==> src/rtl/strobe_pkg.sv <==
// Constants for the rail strobe assignment block
package strobe_pkg;
  localparam logic [7:0] ADDR_A      = 8'h1a;
  localparam logic [7:0] ADDR_B      = 8'h1b;
  localparam logic [7:0] ADDR_C      = 8'h1c;
  // Writable bits; reserved bits are never stored and read as zero
  localparam logic [7:0] MASK_A      = 8'h7f;
  localparam logic [7:0] MASK_B      = 8'hf7;
  localparam logic [7:0] MASK_C      = 8'h70;
  localparam logic [7:0] RST_C       = 8'h40;
  // Per factory variant, index 0..3
  localparam logic [7:0] RST_A [4]   = '{8'h3b, 8'h5f, 8'h5f, 8'h5f};
  localparam logic [7:0] RST_B [4]   = '{8'h21, 8'h23, 8'h32, 8'h32};
  // Field positions (low bit of each field)
  localparam int         BUCK3_LSB   = 4;
  localparam int         LINREG1_LSB = 0;
  localparam int         LINREG2_LSB = 4;
  localparam int         SWITCH1_LSB = 0;
  localparam int         SWITCH2_LSB = 4;
  // Rail order on the enable vector
  localparam int         NUM_RAILS   = 5;
  localparam int         R_BUCK3     = 0;
  localparam int         R_LINREG1   = 1;
  localparam int         R_LINREG2   = 2;
  localparam int         R_SWITCH1   = 3;
  localparam int         R_SWITCH2   = 4;
  localparam logic [4:0] WIDE_RAILS  = 5'h06;
  // Code meanings
  localparam logic [3:0] SLOT_NONE   = 4'h0;
  localparam logic [3:0] SLOT_FIRST  = 4'h1;
  localparam logic [3:0] SLOT_LAST   = 4'hf;
  localparam logic [3:0] CODE_MAX_LO = 4'h7;
  localparam logic [3:0] CODE_S14    = 4'he;
  localparam logic [3:0] CODE_S15    = 4'hf;
  localparam logic [3:0] SLOT_SYS    = 4'hf;
  typedef enum logic [1:0] {ST_IDLE, ST_UP, ST_DOWN} seq_state_t;
endpackage

==> src/rtl/slot_map_if.sv <==
// Selector codes in, decoded strobe slots out
`timescale 1ns/1ps
interface slot_map_if;
  logic [4:0][3:0] code;
  logic [4:0][3:0] slot;
  modport decoder (input code, output slot);
  modport user    (output code, input slot);
endinterface

==> src/rtl/rail_strobe_assignment.sv <==
// Strobe slot selector registers and the slot-stepping rail enable sequencer
// Function
// - Buck three selector bits 6-4; code 0 keeps the rail out of sequencing.
// - Codes 1 to 7 enable the rail at the strobe slot of that number.
// - Linear regulator one selector bits 3-0; codes 8 and 9 mean not sequenced.
// - Code 14 means slot fourteen; code 15 slot fifteen with the supply path.
// - Register 0x1B bits 7-4 hold linear regulator two, same code meanings.
// - Switch one selector in 0x1B bits 2-0; bit 3 reserved, reads zero.
// - Register 0x1C bits 6-4 hold switch two selector, reset to slot four.
// - Register 0x1C bits 3-0 are read-only zero; writes ignored.
// - Selector writes are ignored unless the unlock step just completed.
// - Reset contents of 0x1A and 0x1B depend on a variant parameter.
// - Normal power-down turns rails off in reverse slot order.
// - Instant shutdown turns all sequenced rails off at once.
`timescale 1ns/1ps
module rail_strobe_assignment #(
  parameter int unsigned VARIANT = 0
) (
  input  wire logic       ref_clk,
  input  wire logic       srst,
  input  wire logic [7:0] reg_addr,
  input  wire logic       reg_wr_en,
  input  wire logic [7:0] reg_wr_data,
  output logic      [7:0] reg_rd_data,
  input  wire logic       write_unlocked,
  input  wire logic       power_up_trigger,
  input  wire logic       power_down_trigger,
  input  wire logic       instant_shutdown_select,
  input  wire logic       power_request_pin,
  input  wire logic       slot_step,
  output logic      [4:0] rail_en,
  output logic            system_supply_path,
  output logic      [3:0] current_slot,
  output logic            seq_busy
);
  logic [7:0]             reg_a_r;
  logic [7:0]             reg_b_r;
  logic [7:0]             reg_c_r;
  logic [7:0]             rd_data_r;
  logic [4:0]             rail_on_r;
  logic                   sys_on_r;
  logic [3:0]             slot_r;
  logic                   pin_prev_r;
  logic                   down_req;
  logic [4:0]             controlled;
  strobe_pkg::seq_state_t state_r;
  slot_map_if             map ();

  slot_decode u_decode (
    .map (map.decoder)
  );

  assign map.code[strobe_pkg::R_BUCK3]   = {1'b0, reg_a_r[strobe_pkg::BUCK3_LSB +: 3]};
  assign map.code[strobe_pkg::R_LINREG1] = reg_a_r[strobe_pkg::LINREG1_LSB +: 4];
  assign map.code[strobe_pkg::R_LINREG2] = reg_b_r[strobe_pkg::LINREG2_LSB +: 4];
  assign map.code[strobe_pkg::R_SWITCH1] = {1'b0, reg_b_r[strobe_pkg::SWITCH1_LSB +: 3]};
  assign map.code[strobe_pkg::R_SWITCH2] = {1'b0, reg_c_r[strobe_pkg::SWITCH2_LSB +: 3]};

  for (genvar i = 0; i < strobe_pkg::NUM_RAILS; i++) begin : g_ctl
    assign controlled[i] = (map.slot[i] != strobe_pkg::SLOT_NONE);
  end

  // Selector registers; reserved bits masked off so they never store
  always_ff @(posedge ref_clk) begin
    if (srst) begin
      reg_a_r <= strobe_pkg::RST_A[VARIANT];
      reg_b_r <= strobe_pkg::RST_B[VARIANT];
      reg_c_r <= strobe_pkg::RST_C;
    end else if (reg_wr_en && write_unlocked) begin
      // Reserved codes are stored as written; they decode to no slot
      case (reg_addr)
        strobe_pkg::ADDR_A: reg_a_r <= reg_wr_data & strobe_pkg::MASK_A;
        strobe_pkg::ADDR_B: reg_b_r <= reg_wr_data & strobe_pkg::MASK_B;
        strobe_pkg::ADDR_C: reg_c_r <= reg_wr_data & strobe_pkg::MASK_C;
        default: ;
      endcase
    end
  end

  // Read data one clock after the address, unmapped reads zero
  always_ff @(posedge ref_clk) begin
    if (srst) begin
      rd_data_r <= 8'h00;
    end else begin
      case (reg_addr)
        strobe_pkg::ADDR_A: rd_data_r <= reg_a_r;
        strobe_pkg::ADDR_B: rd_data_r <= reg_b_r;
        strobe_pkg::ADDR_C: rd_data_r <= reg_c_r;
        default:            rd_data_r <= 8'h00;
      endcase
    end
  end

  // Falling power request acts like a down trigger
  always_ff @(posedge ref_clk) begin
    if (srst) begin
      pin_prev_r <= 1'b0;
    end else begin
      pin_prev_r <= power_request_pin;
    end
  end

  // Trigger bits are single pulses here, so self-clearing is inherent
  assign down_req = power_down_trigger || (pin_prev_r && !power_request_pin);

  // Slot stepping; a down request pre-empts a power-up in progress
  always_ff @(posedge ref_clk) begin
    if (srst) begin
      state_r <= strobe_pkg::ST_IDLE;
      slot_r  <= strobe_pkg::SLOT_NONE;
    end else if (down_req && instant_shutdown_select) begin
      state_r <= strobe_pkg::ST_IDLE;
      slot_r  <= strobe_pkg::SLOT_NONE;
    end else if (down_req) begin
      state_r <= strobe_pkg::ST_DOWN;
      if (state_r != strobe_pkg::ST_UP) begin
        slot_r <= strobe_pkg::SLOT_LAST;
      end
    end else begin
      case (state_r)
        strobe_pkg::ST_IDLE: begin
          if (power_up_trigger) begin
            state_r <= strobe_pkg::ST_UP;
            slot_r  <= strobe_pkg::SLOT_FIRST;
          end
        end
        strobe_pkg::ST_UP: begin
          if (slot_step) begin
            if (slot_r == strobe_pkg::SLOT_LAST) begin
              state_r <= strobe_pkg::ST_IDLE;
              slot_r  <= strobe_pkg::SLOT_NONE;
            end else begin
              slot_r <= slot_r + 4'h1;
            end
          end
        end
        strobe_pkg::ST_DOWN: begin
          if (slot_step) begin
            if (slot_r == strobe_pkg::SLOT_FIRST) begin
              state_r <= strobe_pkg::ST_IDLE;
              slot_r  <= strobe_pkg::SLOT_NONE;
            end else begin
              slot_r <= slot_r - 4'h1;
            end
          end
        end
        default: begin
          state_r <= strobe_pkg::ST_IDLE;
          slot_r  <= strobe_pkg::SLOT_NONE;
        end
      endcase
    end
  end

  // Rail enables; rails outside sequencer control keep their state
  for (genvar i = 0; i < strobe_pkg::NUM_RAILS; i++) begin : g_rail
    always_ff @(posedge ref_clk) begin
      if (srst) begin
        rail_on_r[i] <= 1'b0;
      end else if (down_req && instant_shutdown_select && controlled[i]) begin
        rail_on_r[i] <= 1'b0;
      end else if (controlled[i] && map.slot[i] == slot_r) begin
        if (state_r == strobe_pkg::ST_UP) begin
          rail_on_r[i] <= 1'b1;
        end else if (state_r == strobe_pkg::ST_DOWN) begin
          rail_on_r[i] <= 1'b0;
        end
      end
    end
  end

  // System supply path follows slot fifteen
  always_ff @(posedge ref_clk) begin
    if (srst) begin
      sys_on_r <= 1'b0;
    end else if (down_req && instant_shutdown_select) begin
      sys_on_r <= 1'b0;
    end else if (slot_r == strobe_pkg::SLOT_SYS && state_r == strobe_pkg::ST_UP) begin
      sys_on_r <= 1'b1;
    end else if (slot_r == strobe_pkg::SLOT_SYS && state_r == strobe_pkg::ST_DOWN) begin
      sys_on_r <= 1'b0;
    end
  end

  assign reg_rd_data        = rd_data_r;
  assign rail_en            = rail_on_r;
  assign system_supply_path = sys_on_r;
  assign current_slot       = slot_r;
  assign seq_busy           = (state_r != strobe_pkg::ST_IDLE);
endmodule // rail_strobe_assignment

==> src/rtl/slot_decode.sv <==
// Maps each rail's selector code to a strobe slot number, zero meaning none
`timescale 1ns/1ps
module slot_decode (
  slot_map_if.decoder map
);
  for (genvar i = 0; i < strobe_pkg::NUM_RAILS; i++) begin : g_rail
    if (strobe_pkg::WIDE_RAILS[i]) begin : g_wide
      always_comb begin
        if (map.code[i] <= strobe_pkg::CODE_MAX_LO) begin
          map.slot[i] = map.code[i];
        end else if (map.code[i] == strobe_pkg::CODE_S14 || map.code[i] == strobe_pkg::CODE_S15) begin
          map.slot[i] = map.code[i];
        end else begin
          // 8, 9 and the reserved codes leave the rail alone
          map.slot[i] = strobe_pkg::SLOT_NONE;
        end
      end
    end else begin : g_narrow
      // Three-bit field: 6 and 7 taken as their own slots
      always_comb begin
        map.slot[i] = {1'b0, map.code[i][2:0]};
      end
    end
  end
endmodule // slot_decode

==> config.mk <==
export PLATFORM = sky130hd
export DESIGN_NAME = rail_strobe_assignment
export DESIGN_NICKNAME = d
export VERILOG_FILES = /design/src/rtl/strobe_pkg.sv /design/src/rtl/slot_map_if.sv /design/src/rtl/rail_strobe_assignment.sv /design/src/rtl/slot_decode.sv
export SDC_FILE = /design/constraint.sdc
export NUM_CORES = 1
export LEC_CHECK = 0
export ABC_AREA = 1
export BUFFER_PORTS_ARGS = -buffer_cell sky130_fd_sc_hd__buf_2
export CORE_UTILIZATION = 50
export CTS_CLUSTER_SIZE = 12
export DETAILED_ROUTE_END_ITERATION = 16
export MAX_ROUTING_LAYER = met4
export PLACE_DENSITY = 0.76
export SYNTH_ARGS = -nofsm -noshare
export SYNTH_HDL_FRONTEND = slang
export SYNTH_HIERARCHICAL = 1
export SYNTH_SLANG_ARGS = --single-unit
==> constraint.sdc <==
create_clock -name ref_clk -period 1.2 [get_ports ref_clk]
set_input_delay 0.24 -clock ref_clk [delete_from_list [all_inputs] [get_ports ref_clk]]
set_output_delay 0.24 -clock ref_clk [all_outputs]
set_load 0.01 [all_outputs]
Word-level counts from Yosys, hierarchy flattened:

Index checks and enable logic that the tools add are counted.

* add/subtract/negate cells: 2
* magnitude comparators: 2
* eq/ne operators: 28
* multiplexer cells: 24
* reductions and logical operators: 46

Operators with widths (number)
* 4-bit 2-to-1 mux: 11
* 8-bit by 5-bit == test with 1-bit output (second input constant): 3
* 8-bit one-hot mux with 3 select lines: 1
* 4-bit == test (second input constant): 5
* 4-bit nonzero test: 5
* 2-bit AND reduction: 8
* 1-bit logical AND: 15
* 3-bit by 4-bit == test with 1-bit output: 3
* 2-bit 2-to-1 mux: 6
* 3-bit != test (second input constant): 4
* 4-bit one-hot mux with 3 select lines: 1
* 2-bit OR reduction: 6
* 5-bit AND reduction: 2
* 4-bit == test: 2
* 4-bit by 3-bit <= comparator with 1-bit output (second input constant): 2
* 2-bit != test (second input constant): 4
* 2-bit by 1-bit != test with 1-bit output (second input constant): 3
* 2-bit one-hot mux with 3 select lines: 1
* 2-bit nonzero test: 3
* 4-bit by 1-bit adder with 4-bit output (second input constant): 1
* 4-bit by 1-bit == test with 1-bit output (second input constant): 1
* 1-bit 2-to-1 mux: 4
* 4-bit AND reduction: 1
* 4-bit by 1-bit subtractor with 4-bit output (second input constant): 1
* other kinds (7): 9

* register bits: 38
* input bits: 25
* output and inout port bits: 19
* logic and storage cells: 116

Longest topological paths before layout:

* depth after elaboration: 7
* mapped depth: 11
* gate-level depth less buffers: 11

Modules after synthesis:

The synthesis kept the hierarchy.

Modules (own cells, without submodules)
* rail_strobe_assignment: times used 1, cells each 358, area an instance 2249.7 µm², sequential area each 760.7 µm²
* slot_decode: times used 1, cells each 31, area an instance 177.7 µm², sequential area each 0.0 µm²

Worst setup path after synthesis:

OpenSTA, ideal clock, no wires.

* path type: register to register
* from: register slot_r[0], in the netlist current_slot[0]
* to: register slot_r[2], in the netlist current_slot[2]
* setup time: 0.070 ns
* arrival time: 1.343 ns
* required time: 1.130 ns
* setup slack: -0.213 ns
* cell stages (with the launch flop): 8
* path buffers: 1
* clock period less this slack: 1.413 ns
* cell sequence: dfxtp_1 -> buf_2 -> inv_1 -> ha_1 -> xnor2_1 -> o21ai_0 -> nand2_1 -> a21oi_1

* word-level cells in the longest chain between the ends: 5
* elaborated cells between the ends (all ways): 10
* classes of those cells: add/sub (2); eq/ne (2); mux (6)

RTL lines
* start: declaration: line rail_strobe_assignment.sv:42 `logic [3:0] slot_r;`
* start signal: assignment: line rail_strobe_assignment.sv:110 `slot_r <= strobe_pkg::SLOT_NONE;`
* start signal: assignment: line rail_strobe_assignment.sv:113 `slot_r <= strobe_pkg::SLOT_NONE;`
* start signal: assignment: line rail_strobe_assignment.sv:117 `slot_r <= strobe_pkg::SLOT_LAST;`
* 4-bit by 1-bit subtractor with 4-bit output (tied with other cells): line rail_strobe_assignment.sv:143 `slot_r <= slot_r - 4'h1;`
* 4-bit 2-to-1 mux (on tied branches): line rail_strobe_assignment.sv:139, rail_strobe_assignment.sv:129
* 4-bit 2-to-1 mux (on tied branches): line rail_strobe_assignment.sv:138, rail_strobe_assignment.sv:128
* 4-bit one-hot mux with 3 select lines (*): line rail_strobe_assignment.sv:120 `case (state_r)`
* 4-bit 2-to-1 mux (*): line rail_strobe_assignment.sv:114 `end else if (down_req) begin`

Mark *: on every way between the ends. The rest lies on a longest branch, timed or not. The select of a mux whose other input is x is not followed.
A chain may end at the register's enable or synchronous reset.

Final worst setup path:

* from: register state_r[1]
* to: output port seq_busy

* word-level cells in the longest chain between the ends: 1

RTL lines
* start: declaration: line rail_strobe_assignment.sv:46 `strobe_pkg::seq_state_t state_r;`
* start signal: assignment: line rail_strobe_assignment.sv:109 `state_r <= strobe_pkg::ST_IDLE;`
* start signal: assignment: line rail_strobe_assignment.sv:112 `state_r <= strobe_pkg::ST_IDLE;`
* start signal: assignment: line rail_strobe_assignment.sv:115 `state_r <= strobe_pkg::ST_DOWN;`
* 2-bit nonzero test: line rail_strobe_assignment.sv:189 `assign seq_busy = (state_r != strobe_pkg::ST_IDLE);`
* end: declaration: line rail_strobe_assignment.sv:34 `output logic seq_busy`

Every way passes these cells.

==> results by group <==
Synthesis
  • Yosys synthesis warning count: 6
  • Per-instance average area after synthesis: about 6.2 µm²
  • Syn Inst Count: just under 400
  • Cell Area, Synth: about 2400 µm²

Critical path
  • Chain of cells forming the critical path: inv_4, ha_4, inv_4, buf_6, buf_6
  • Crit start category: flip-flop
  • Crit path arrival time: 1.12 ns
  • Endpoint kind of the worst setup timing path: primary output
  • Biggest cell delay along the critical path: 0.34 ns
  • Highest fanout seen on the critical path: 2
  • Data required time at the worst endpoint: approximately 0.96 ns
  • Largest delay contributor family on the critical path: flip-flops
  • Critical path type: reg2out
  • Cell type of the slowest stage on the worst timing path: sky130_fd_sc_hd__dfxtp_2
  • Combined buffer and inverter count along the critical path: 4
  • Minimum setup slack among reg-to-reg paths: -0.15 ns

Global routing
  • Global-route layer with the greatest usage: met2
  • Met2 capacity usage during global routing: 44.8%
  • Pin count of the biggest net entering global routing: 18
  • Total Routing Usage GR: 28.5%
  • Met3 Usage GRT: around 5.2%
  • Initial antenna violation count: 0
  • First-pass GRT wire length: roughly 11 mm
  • Vias in the first global route: about 2600
  • Global-route met1 utilization: 36.2%
  • Global route overflow: 0

Die
  • # IOs: 44
  • Core area: ~4500 µm²
  • Die footprint: slightly above 5000 µm²
  • Number of standard-cell rows in the floorplan: 24
  • Die height: 71.6 µm
  • DIE WIDTH: approximately 70 µm
  • Initial Utilization: roughly 54%

Clock network
  • CTS tree: done
  • Post-cts hold buffer count: 0
  • Number of buffers on the longest clock path: 2
  • Clk sink count: 38
  • Worst-skew pair later-pin latency: 0.30 ns
  • Clock slew at reported path FFs: 0.08 ns
  • Inserted Clock Buffers: 5
  • CTS HTree Levels: 2
  • Clock tree root driver cell: sky130_fd_sc_hd__clkbuf_8

Timing
  • Setup total negative slack: -1.19 ns
  • RSZ-0062 raised after global routing: true
  • Fin crit share: 113%
  • Final worst slack: -0.160 ns
  • Worst Skew: approximately 0.0055 ns
  • Setup-violating endpoint count in the final report: 12
  • Number of hold violations in the final report: 0
  • Maximum frequency from static timing analysis: between 0.7 and 0.8 GHz
  • Shortest period the worst path allows: about 1.4 ns
  • Final max-slew violation count: 0

Drt
  • DRT iter0 DRCs: roughly 250
  • DRT antenna net count: 0
  • Number of vias in the routed layout: 2725
  • Detailed-route wire length per cell: between 10 and 15 µm
  • DRT Wirelength: between 6 and 7 mm
  • Number of detailed-routing iterations run before antenna repair: 4
  • Number of design rule violations left after detail routing: 0
  • Routed vias/inst: around 5.2

Outcome
  • Failing checks: negative setup slack
  • Result of the run: complete, but fails checks

Layout
  • Fin area: between 3000 and 4000 µm²
  • Share of layout cells above drive strength 1: between 30% and 40%
  • Antenna diode count: 0
  • Core utilization of the finished layout: between 70% and 80%
  • Count of nets after finishing: 500
  • Growth of design area from synthesis to finish: 39.6%

Pwr
  • Standby leakage power: between 1.5 and 2 nW
  • Peak supply drop: 0.000710 V
  • PwrDens: 1010 nW/µm²

Placement
  • Count of port buffers added during placement: 43
  • Worst slack after detailed placement: -0.183 ns
  • Cell area after placement: ~2900 µm²
  • Weighted congestion reported at the end of routability-driven placement: between 0.8 and 0.9
  • Placed wire-length estimate: between 4 and 5 mm

Worst hold path
  • Min-Delay Path Class: in2reg

Flow run
  • Number of max-cap violations: 0
[path summary, 6_finish.rpt]
check                                                     start  depth (start not counted)                         endpoint
worst min-delay path                             reg_wr_data[1]                          3          reg_a_r[1]$_SDFFE_PP1P_
worst min register to register  system_supply_path$_SDFFE_PP0P_                          2  system_supply_path$_SDFFE_PP0P_
worst max-delay path                    state_r[1]$_SDFFE_PP0P_                          5                         seq_busy
worst max register to register     current_slot[1]$_SDFFE_PP0P_                          9     current_slot[3]$_SDFFE_PP0P_
[area by class of cell]
class,count,area (µm²)
Sequential cell,38,790
Tap cell,52,65.1
Clock inverter,1,30.0
Inverter,64,256
Fill cell,347,1120
Clock buffer,7,108
Timing Repair Buffer,92,632
Multi-Input combinational cell,267,1500
[power breakdown]
group / internal, W / switching (W)
combinational: 0.000371 / 0.000445
sequential: 0.00128 / 0.0000378
clock: 0.000803 / 0.000487
total: 0.00246 / 0.000970
[flip-flops by register name, indices dropped and copies added (netlist names)]
register / count
pin_prev_r: 1
reg_c_r: 3
system_supply_path: 1
reg_rd_data: 8
reg_b_r: 7
reg_a_r: 7
rail_en: 5
current_slot: 4
state_r: 2
[worst register-to-register path: cells and delay by family (launching register included)]
family	cells	cell delay, ns
buffers and inverters	2	0.14
and+or+nand+nor	5	0.45
adders and majority gates	1	0.21
DFF	1	0.40
AOI/OAI and AO/OA	1	0.05
[cells in the final DEF, fill, tap and decap left out, drive strengths merged, types with 4 or more instances in the layout]
cell and instances:
nand2 101, buf 91, inv 62, nor2 48, nand3 46, dfxtp 38
o21ai 24, a21oi 21, clkbuf 8, ha 7, xnor2 6, nor3 4
[routing by layer]
metal | up-vias | share of wire (%)
li1 | 1357 | -
met1 | 1236 | 42
met2 | 107 | 47
met3 | 25 | 7.7
met4 | 0 | 2.6
met5 | - | 0
[repair_timing]
action / CTS / global route
buffers inserted: 8 / 3
gates resized for setup: 42 / 39
setup endpoints to repair: 14 / 14
gates cloned: 0 / 1
pin swaps: 26 / 20
[metrics by stage]
| stage | power (W) | std cells | hold WS (ns) |
|---|---|---|---|
| floorplan | 0.00172 | 390 | 0.353 |
| global placement | 0.00193 | 502 | 0.454 |
| detailed placement | 0.00194 | 502 | 0.463 |
| CTS | 0.00331 | 518 | 0.154 |
| global route | 0.00356 | 521 | 0.166 |
| finish | 0.00343 | 521 | 0.154 |
Power figures use the tool's default switching activity.
